[src/core/qdsi_defines.svh]
/*
 * Bit positions, widths and reset values of the quad DAC serial input.
 * Assumes inclusion by bare name from the core/ directory.
 */
`ifndef QDSI_DEFINES_SVH
`define QDSI_DEFINES_SVH

`define QDSI_WORD_BITS 16
`define QDSI_CNT_W 5
`define QDSI_CNT_FULL 5'h10
`define QDSI_CNT_ZERO 5'h00
`define QDSI_CNT_ONE 5'h01
`define QDSI_ADDR_HI 15
`define QDSI_ADDR_LO 14
`define QDSI_PWR_BIT 13
`define QDSI_SPD_BIT 12
`define QDSI_CODE_HI 11
`define QDSI_CODE_LO 4
`define QDSI_CODE_W 8
`define QDSI_CHANNELS 4
`define QDSI_WORD_RST 16'h0000
`define QDSI_CODE_RST 8'h00

`define QDSI_SYNC_W 5
`define QDSI_SYNC_RST 5'b1_1110
`define QDSI_IX_PDN 4
`define QDSI_IX_CSN 3
`define QDSI_IX_FS 2
`define QDSI_IX_SCLK 1
`define QDSI_IX_SDAT 0

`endif

[src/core/qdsi_pkg.sv]
/*
 * Types shared by the quad DAC serial input block.
 * Assumes nothing of its surroundings.
 */
package qdsi_pkg;

	typedef enum logic [1:0] {
		QDSI_IDLE,
		QDSI_SHIFT,
		QDSI_WAIT_RISE
	} qdsi_state_t;

	typedef enum logic [1:0] {
		QDSI_CHAN_A,
		QDSI_CHAN_B,
		QDSI_CHAN_C,
		QDSI_CHAN_D
	} qdsi_chan_t;

endpackage : qdsi_pkg

[src/core/qdsi_dac_input.sv]
/*
 * Serial command input and channel latches of a four-channel 8-bit DAC.
 * Assumes all serial pins are asynchronous to clk_sys and the serial
 * clock is much slower than clk_sys (at least four clk_sys per phase).
 */
`timescale 1ns/1ps
`include "qdsi_defines.svh"

module qdsi_dac_input
	import qdsi_pkg::*;
#(
	parameter int FIFO_DEPTH = 2
) (
	input wire logic clk_sys,
	input wire logic rst,
	input wire logic chipSelN,
	input wire logic frameSync,
	input wire logic serialClk,
	input wire logic serialData,
	input wire logic hwPowerdownN,
	input wire logic applyHold,
	output logic [`QDSI_CHANNELS-1:0][`QDSI_CODE_W-1:0] dacCode_q,
	output logic powerDown_q,
	output logic fastSettle_q,
	output logic ampEnable_q,
	output logic updateStrobe_q,
	output logic [1:0] updateChan_q,
	output logic overrun_q
);

	// Synchronised pins
	logic [`QDSI_SYNC_W-1:0] pinSync;
	logic csNSync;
	logic fsSync;
	logic sclkSync;
	logic sdatSync;
	logic pdNSync;

	qdsi_sync #(
		.WIDTH(`QDSI_SYNC_W),
		.RST_VAL(`QDSI_SYNC_RST)
	) u_sync (
		.clk_sys(clk_sys),
		.rst(rst),
		.async_i({hwPowerdownN, chipSelN, frameSync, serialClk, serialData}),
		.sync_q(pinSync)
	);

	always_comb begin
		pdNSync = pinSync[`QDSI_IX_PDN];
		csNSync = pinSync[`QDSI_IX_CSN];
		fsSync = pinSync[`QDSI_IX_FS];
		sclkSync = pinSync[`QDSI_IX_SCLK];
		sdatSync = pinSync[`QDSI_IX_SDAT];
	end

	// Edge detection on the synchronised pins
	logic sclkPrev_q, sclkPrev_d;
	logic fsPrev_q, fsPrev_d;
	logic sclkFall, sclkRise;
	logic fsFall, fsRise;

	always_comb begin
		sclkPrev_d = sclkSync;
		fsPrev_d = fsSync;
		sclkFall = sclkPrev_q && !sclkSync;
		sclkRise = !sclkPrev_q && sclkSync;
		fsFall = fsPrev_q && !fsSync;
		fsRise = !fsPrev_q && fsSync;
	end

	always_ff @(posedge clk_sys or posedge rst) begin
		if (rst) begin
			// Idle level of the serial clock and frame sync pins, so no false edge after reset
			sclkPrev_q <= 1'b1;
			fsPrev_q <= 1'b1;
		end else begin
			sclkPrev_q <= sclkPrev_d;
			fsPrev_q <= fsPrev_d;
		end
	end

	// Frame receiver
	qdsi_state_t state_q, state_d;
	logic [`QDSI_WORD_BITS-1:0] shift_q, shift_d;
	logic [`QDSI_CNT_W-1:0] bitCnt_q, bitCnt_d;
	logic [`QDSI_WORD_BITS-1:0] pendWord_q, pendWord_d;
	logic pendValid_q, pendValid_d;
	logic overrun_d;
	logic emit;
	logic fifoInReady;

	always_comb begin
		state_d = state_q;
		shift_d = shift_q;
		bitCnt_d = bitCnt_q;
		emit = 1'b0;
		if (csNSync) begin
			// Deselected: no serial pin activity reaches shift register or latches
			state_d = QDSI_IDLE;
		end else begin
			case (state_q)
				QDSI_IDLE: begin
					if (fsFall) begin
						state_d = QDSI_SHIFT;
						bitCnt_d = `QDSI_CNT_ZERO;
					end
				end
				QDSI_SHIFT: begin
					if (fsRise && bitCnt_q != `QDSI_CNT_ZERO) begin
						emit = 1'b1;
						state_d = QDSI_IDLE;
					end else if (fsRise) begin
						state_d = QDSI_IDLE;
					end else if (sclkFall) begin
						shift_d = {shift_q[`QDSI_WORD_BITS-2:0], sdatSync};
						bitCnt_d = bitCnt_q + `QDSI_CNT_ONE;
						if (bitCnt_q + `QDSI_CNT_ONE == `QDSI_CNT_FULL) begin
							state_d = QDSI_WAIT_RISE;
						end
					end
				end
				QDSI_WAIT_RISE: begin
					if (sclkRise || fsRise) begin
						emit = 1'b1;
						state_d = QDSI_IDLE;
					end
				end
				default: begin
					state_d = QDSI_IDLE;
				end
			endcase
		end
	end

	// Word waiting for room in the buffer
	always_comb begin
		pendWord_d = pendWord_q;
		pendValid_d = pendValid_q;
		overrun_d = overrun_q;
		if (pendValid_q && fifoInReady) begin
			pendValid_d = 1'b0;
		end
		if (emit) begin
			if (pendValid_q && !fifoInReady) begin
				// Buffer and holding stage full: newest word is dropped
				overrun_d = 1'b1;
			end else begin
				pendWord_d = shift_d;
				pendValid_d = 1'b1;
			end
		end
	end

	always_ff @(posedge clk_sys or posedge rst) begin
		if (rst) begin
			state_q <= QDSI_IDLE;
			shift_q <= `QDSI_WORD_RST;
			bitCnt_q <= `QDSI_CNT_ZERO;
			pendWord_q <= `QDSI_WORD_RST;
			pendValid_q <= 1'b0;
			overrun_q <= 1'b0;
		end else begin
			state_q <= state_d;
			shift_q <= shift_d;
			bitCnt_q <= bitCnt_d;
			pendWord_q <= pendWord_d;
			pendValid_q <= pendValid_d;
			overrun_q <= overrun_d;
		end
	end

	// Buffer between receiver and latch stage
	logic fifoOutValid;
	logic fifoOutReady;
	logic [`QDSI_WORD_BITS-1:0] fifoOutData;

	qdsi_fifo #(
		.WIDTH(`QDSI_WORD_BITS),
		.DEPTH(FIFO_DEPTH)
	) u_fifo (
		.clk_sys(clk_sys),
		.rst(rst),
		.inValid(pendValid_q),
		.inReady(fifoInReady),
		.inData(pendWord_q),
		.outValid(fifoOutValid),
		.outReady(fifoOutReady),
		.outData(fifoOutData)
	);

	// Latch stage: decode word, update addressed channel and controls
	logic [1:0] wordChan;
	logic wordPwr;
	logic wordSpd;
	logic [`QDSI_CODE_W-1:0] wordCode;
	logic apply;
	logic powerDown_d;
	logic fastSettle_d;
	logic ampEnable_d;
	logic updateStrobe_d;
	logic [1:0] updateChan_d;

	always_comb begin
		fifoOutReady = !applyHold;
		apply = fifoOutValid && !applyHold;
		wordChan = fifoOutData[`QDSI_ADDR_HI:`QDSI_ADDR_LO];
		wordPwr = fifoOutData[`QDSI_PWR_BIT];
		wordSpd = fifoOutData[`QDSI_SPD_BIT];
		wordCode = fifoOutData[`QDSI_CODE_HI:`QDSI_CODE_LO];
		powerDown_d = apply ? wordPwr : powerDown_q;
		fastSettle_d = apply ? wordSpd : fastSettle_q;
		ampEnable_d = !powerDown_d && pdNSync;
		updateStrobe_d = apply;
		updateChan_d = apply ? wordChan : updateChan_q;
	end

	always_ff @(posedge clk_sys or posedge rst) begin
		if (rst) begin
			powerDown_q <= 1'b0;
			fastSettle_q <= 1'b0;
			ampEnable_q <= 1'b0;
			updateStrobe_q <= 1'b0;
			updateChan_q <= QDSI_CHAN_A;
		end else begin
			powerDown_q <= powerDown_d;
			fastSettle_q <= fastSettle_d;
			ampEnable_q <= ampEnable_d;
			updateStrobe_q <= updateStrobe_d;
			updateChan_q <= updateChan_d;
		end
	end

	// One code latch per channel
	genvar ch;
	generate
		for (ch = 0; ch < `QDSI_CHANNELS; ch++) begin : g_chan
			logic [`QDSI_CODE_W-1:0] code_d;
			always_comb begin
				code_d = dacCode_q[ch];
				if (apply && wordChan == 2'(ch)) begin
					code_d = wordCode;
				end
			end
			always_ff @(posedge clk_sys or posedge rst) begin
				if (rst) begin
					dacCode_q[ch] <= `QDSI_CODE_RST;
				end else begin
					dacCode_q[ch] <= code_d;
				end
			end
		end
	endgenerate

endmodule : qdsi_dac_input

[src/core/qdsi_fifo.sv]
/*
 * Small valid/ready FIFO holding received command words.
 * Assumes both sides run on clk_sys; DEPTH is a power of two.
 */
`timescale 1ns/1ps

module qdsi_fifo #(
	parameter int WIDTH = 16,
	parameter int DEPTH = 2
) (
	input wire logic clk_sys,
	input wire logic rst,
	input wire logic inValid,
	output logic inReady,
	input wire logic [WIDTH-1:0] inData,
	output logic outValid,
	input wire logic outReady,
	output logic [WIDTH-1:0] outData
);

	localparam int PW = (DEPTH > 1) ? $clog2(DEPTH) : 1;

	logic [WIDTH-1:0] mem_q [DEPTH];
	logic [PW-1:0] wrPtr_q, wrPtr_d, rdPtr_q, rdPtr_d;
	logic [PW:0] count_q, count_d;
	logic push, pop;

	always_comb begin
		inReady = (count_q != PW'(0) + (PW+1)'(DEPTH));
		outValid = (count_q != '0);
		outData = mem_q[rdPtr_q];
		push = inValid && inReady;
		pop = outValid && outReady;
		wrPtr_d = push ? wrPtr_q + 1'b1 : wrPtr_q;
		rdPtr_d = pop ? rdPtr_q + 1'b1 : rdPtr_q;
		count_d = count_q + (PW+1)'(push) - (PW+1)'(pop);
	end

	always_ff @(posedge clk_sys or posedge rst) begin
		if (rst) begin
			wrPtr_q <= '0;
			rdPtr_q <= '0;
			count_q <= '0;
			for (int k = 0; k < DEPTH; k++) begin
				mem_q[k] <= '0;
			end
		end else begin
			wrPtr_q <= wrPtr_d;
			rdPtr_q <= rdPtr_d;
			count_q <= count_d;
			if (push) begin
				mem_q[wrPtr_q] <= inData;
			end
		end
	end

endmodule : qdsi_fifo

[src/core/qdsi_sync.sv]
/*
 * Two-flop synchroniser for a group of level inputs.
 * Assumes inputs come from pins outside the clk_sys domain.
 */
`timescale 1ns/1ps

module qdsi_sync #(
	parameter int WIDTH = 1,
	parameter logic [WIDTH-1:0] RST_VAL = '0
) (
	input wire logic clk_sys,
	input wire logic rst,
	input wire logic [WIDTH-1:0] async_i,
	output logic [WIDTH-1:0] sync_q
);

	logic [WIDTH-1:0] meta_q;

	genvar i;
	generate
		for (i = 0; i < WIDTH; i++) begin : g_bit
			always_ff @(posedge clk_sys or posedge rst) begin
				if (rst) begin
					meta_q[i] <= RST_VAL[i];
					sync_q[i] <= RST_VAL[i];
				end else begin
					meta_q[i] <= async_i[i];
					sync_q[i] <= meta_q[i];
				end
			end
		end
	endgenerate

endmodule : qdsi_sync

[config.mk]
export PLATFORM = sky130hd
export DESIGN_NAME = qdsi_dac_input
export DESIGN_NICKNAME = d
export VERILOG_FILES = /design/src/core/qdsi_pkg.sv /design/src/core/qdsi_dac_input.sv /design/src/core/qdsi_fifo.sv /design/src/core/qdsi_sync.sv
export VERILOG_INCLUDE_DIRS = /design/src /design/src/core
export SDC_FILE = /design/constraint.sdc
export NUM_CORES = 1
export LEC_CHECK = 0
export BUFFER_PORTS_ARGS = -buffer_cell sky130_fd_sc_hd__clkbuf_2
export CAP_MARGIN = 20
export CORE_MARGIN = 3
export CORE_UTILIZATION = 55
export CTS_BUF_LIST = sky130_fd_sc_hd__clkbuf_8
export DETAILED_ROUTE_END_ITERATION = 7
export PLACE_DENSITY = 0.71
export SLEW_MARGIN = 20
export SYNTH_ARGS = -nofsm -noshare
export SYNTH_HDL_FRONTEND = slang
export SYNTH_SLANG_ARGS = --single-unit
[constraint.sdc]
create_clock -name clk_sys -period 3.6 [get_ports clk_sys]
set_input_delay 0.18 -clock clk_sys [delete_from_list [all_inputs] [get_ports clk_sys]]
set_output_delay 0.18 -clock clk_sys [all_outputs]
set_load 0.03 [all_outputs]
==> impl_summary.log <==
[metrics] synthesized instance count: 362
[metrics] wire length per cell: 14.8 um
[metrics] standard-cell rows: 32
[metrics] global placer's final weighted congestion: 0.753
[metrics] fin worst setup slack: 1.26 ns
[metrics] global route overflow: 0
[metrics] critical-path maximum fanout: 12
[metrics] GRT Overall Usage: 17.7%
[metrics] Skew-Pair Late Insertion Delay: 0.41 ns
[metrics] DRC violations left: 0
[metrics] min Tclk post-route: 2.34 ns
[metrics] total leakage power: 2.79 nW
[metrics] CP Buf/Inv Count: 1
[metrics] final net count: 439
[metrics] post-synthesis adder-cell area fraction: 2.15%
[metrics] number of antenna violations at the first check in global routing: 0
[metrics] final cycle utilization of the critical path: 65.1%
[metrics] WP data required: 3.88 ns
[metrics] number of synthesized flops with an enable pin: 0
[metrics] kind of cell adding the most delay to the critical path: simple AND/OR/NAND/NOR gates
[metrics] vias per cell: approximately 5.3
[metrics] slew at the pin closest to its max-slew limit: 0.935 ns
[metrics] number of cells on the worst reg-to-reg path: 6
[metrics] highest achievable clock rate: 427 MHz
[metrics] Inserted Diodes: 0
[metrics] CP Capture Type: register
[metrics] die height: 98.1 um
[metrics] maximum buffer depth of the clock tree: 2
[metrics] iteration-0 DRC count of the detailed router: 72
[metrics] count of unique library cells instantiated by Yosys: between 40 and 50
[metrics] clk slew on worst S/H paths: 0.07 ns
[metrics] input/output buffers: 46
[metrics] chain of cells forming the critical path: inv_1, ha_1, nand3_1, a21oi_2, nor2b_4, mux2_2
[metrics] PwrDens: roughly 580 mW/mm^2
[metrics] clock tree root buffer cell: sky130_fd_sc_hd__clkbuf_8
[metrics] starting density of the core: 58.5%
[metrics] clock sinks: between 100 and 150
[metrics] post-synthesis simple-gate area fraction: a little under 9%
[metrics] average size of a mapped cell: between 10 and 15 um^2
[metrics] DP Wirelength: 5.32 mm
[metrics] Max stage delay cell, worst path: sky130_fd_sc_hd__nor2b_4
[metrics] hold violation count in the final report: 0
[metrics] sequential-to-total area share from yosys stat: 62.0%
[metrics] Finish-stage setup viols: 0
[metrics] vias in the first global route: 2,797
[metrics] Setup Total Neg Slack: 0 ns
[metrics] TritonCTS clock tree: yes
[metrics] largest vdd supply drop: 0.296 mV
[metrics] via count: 2,827
[metrics] setup slack at placement: roughly 1.2 ns
[metrics] setup repair after global routing missed its margin: false
[metrics] combinational family with the most area after synthesis: multiplexers
[metrics] Final Slew Violations: 0
[metrics] Min-Delay Path Class: in2async
[metrics] fraction of final layout cells sized beyond drive strength 1: 34.4%
[metrics] final routed wirelength across all metal layers: 7.95 mm
[metrics] Filler Cell Count: 591
[metrics] crit-path max cell delay: 0.50 ns
[metrics] largest net degree at the start of global routing: 85
[metrics] H-Tree Level Count: 4
[metrics] Post-Syn Area: 0.00466 mm^2
[metrics] post-CTS sizing: 0
[metrics] Layout Skew: 0.0123 ns
[metrics] Num CTS Buffers: 17
[metrics] wire length of the first global-routing pass: around 14 mm
[metrics] relative area change from synthesis to final layout: 18.8%
[metrics] Worst Path Arrival: ~2.6 ns
[metrics] flip-flop and latch count after synthesis: 115
[metrics] number of warning messages in the yosys log: 0
[metrics] commonest non-fill, non-tap cells in the layout: sky130_fd_sc_hd__dfrtp_1 (105), sky130_fd_sc_hd__clkbuf_2 (46), sky130_fd_sc_hd__mux2_2 (40)
[metrics] width of the chip: 98.1 um
[metrics] residual antenna-violating net count after detailed routing: 0
[metrics] first-pass iteration count of the detailed router: 4
[metrics] die area: 0.00962 mm^2
[metrics] ys async rst share: 100%
[metrics] Register Area: 0.00289 mm^2
[metrics] outcome: finished, final reports clean
[metrics] I/O pin cnt: 47
[metrics] floorplan core area: 0.00797 mm^2
[metrics] xor/xnor share of the synthesized area: 0.751%
[metrics] kind of launch point of the worst setup path: register
[metrics] Compound-Gate Fraction of Synth Area: 7.83%
[metrics] Post-Syn Nets: 378
[metrics] proportion of synthesized area in mux cells: 15.8%
[metrics] WS Path Type: reg2reg
[metrics] multi-input combinational cell area: 0.00164 mm^2
[metrics] most common library cell in the layout ignoring fill and taps: sky130_fd_sc_hd__dfrtp_1
[metrics] number of max-capacitance violations reported: 0
[metrics] reg2reg setup slack: 1.26 ns
[metrics] headroom to the max-slew limit: 37.3%
[metrics] Crit. path cell count: 6
[metrics] Top FF cell, synth: sky130_fd_sc_hd__dfrtp_1
## state kept, by name (all words and copies together) (netlist names), 5 cells and up
signal / cells
u_fifo.mem_q: 24
bitCnt_q: 5
dacCode_q: 32
shift_q: 16
pendWord_q: 12
u_sync.sync_q: 5
u_sync.meta_q: 5
## where the power goes
group	total [W]	internal (W)	switching, W	leakage (nW)
Clock	0.00146	0.000925	0.000540	0.241
Combinational	0.000293	0.000128	0.000166	0.994
Sequential	0.00143	0.00135	0.0000818	1.55
Total	0.00319	0.00240	0.000787	2.79
## cell families (layout without fill, tap and decap cells)
logic type | count (synthesis) | in the layout
adders and majority gates | 8 | 8
DFF | 115 | 115
and+or+nand+nor | 83 | 83
buffers and inverters | 27 | 101
AOI/OAI and AO/OA | 62 | 62
muxes | 63 | 63
xor gates and xnor gates | 4 | 4
## path summary, 6_finish.rpt
kind                                            start                          to
max                            state_q[1]$_DFFE_PP0P_  pendWord_q[14]$_DFFE_PP0P_
min                                               rst       powerDown_q$_DFF_PP0_
max reg2reg                    state_q[1]$_DFFE_PP0P_  pendWord_q[14]$_DFFE_PP0P_
min reg2reg                u_sync.meta_q[4]$_DFF_PP1_  u_sync.sync_q[4]$_DFF_PP1_
max in group asynchronous                         rst   dacCode_q[28]$_DFFE_PP0P_
min in group clk_sys       u_sync.meta_q[4]$_DFF_PP1_  u_sync.sync_q[4]$_DFF_PP1_
## worst min-delay path: cells and delay by family
family | cells | cell delay, ns
buf+inv | 3 | 0.94
## layer usage
layer | vias to the layer above | part of all wire (%) | track usage [%]
li1 | 1373 | - | -
met1 | 1395 | 46 | 24.1
met2 | 54 | 49 | 27.2
met3 | 5 | 4.3 | 5.14
met4 | 0 | 0.72 | 6.71
met5 | - | 0 | 0
## stage by stage
stage	total power (W)	area, um^2	cells	hold slack [ns]	util, %
detailed placement	0.00174	4960	499	0.269	62.2
global placement	0.00172	4960	499	0.268	62.2
CTS	0.00321	5500	536	0.00630	69.0
global route	0.00332	5540	538	0.317	69.6
finish	0.00319	5540	538	0.296	69.6
floorplan	0.00167	4660	362	0.184	-
## cell type report
class	count	share of cell area (%)
clock buffers	18	4.47
clock inverters	14	4.47
inverters	15	1.06
multi-input cells	220	29.7
flip-flops and latches	115	52.2
well taps	102	2.30
repair buffers	54	5.87
## synthesized netlist by cell type (2+ instances only)
master / n / share of area (%)
sky130_fd_sc_hd__o211ai_1: 2 / 0.32
sky130_fd_sc_hd__mux2i_1: 12 / 2.6
sky130_fd_sc_hd__nand2_1: 23 / 1.9
sky130_fd_sc_hd__buf_2: 6 / 0.64
sky130_fd_sc_hd__dfrtp_1: 105 / 56
sky130_fd_sc_hd__nor3b_1: 2 / 0.32
sky130_fd_sc_hd__dfstp_2: 10 / 5.6
sky130_fd_sc_hd__clkbuf_1: 4 / 0.32
sky130_fd_sc_hd__nor2b_1: 2 / 0.27
sky130_fd_sc_hd__a32oi_1: 3 / 0.56
sky130_fd_sc_hd__inv_1: 15 / 1.2
sky130_fd_sc_hd__o21ai_0: 18 / 1.9
sky130_fd_sc_hd__mux2_2: 40 / 9.7
sky130_fd_sc_hd__nand2b_1: 7 / 0.94
sky130_fd_sc_hd__a211oi_1: 2 / 0.32
sky130_fd_sc_hd__ha_1: 8 / 2.1
sky130_fd_sc_hd__a21oi_1: 26 / 2.8
sky130_fd_sc_hd__mux2_4: 11 / 3.5
sky130_fd_sc_hd__nand3_1: 6 / 0.64
sky130_fd_sc_hd__xnor2_1: 4 / 0.75
sky130_fd_sc_hd__nor2_1: 32 / 2.6
## repair_timing
item	in CTS	in global routing
hold buffers	5	1
hold endpoints to repair	5	26
setup buffers	0	0
No activity file was read; power rests on OpenSTA's default activity.
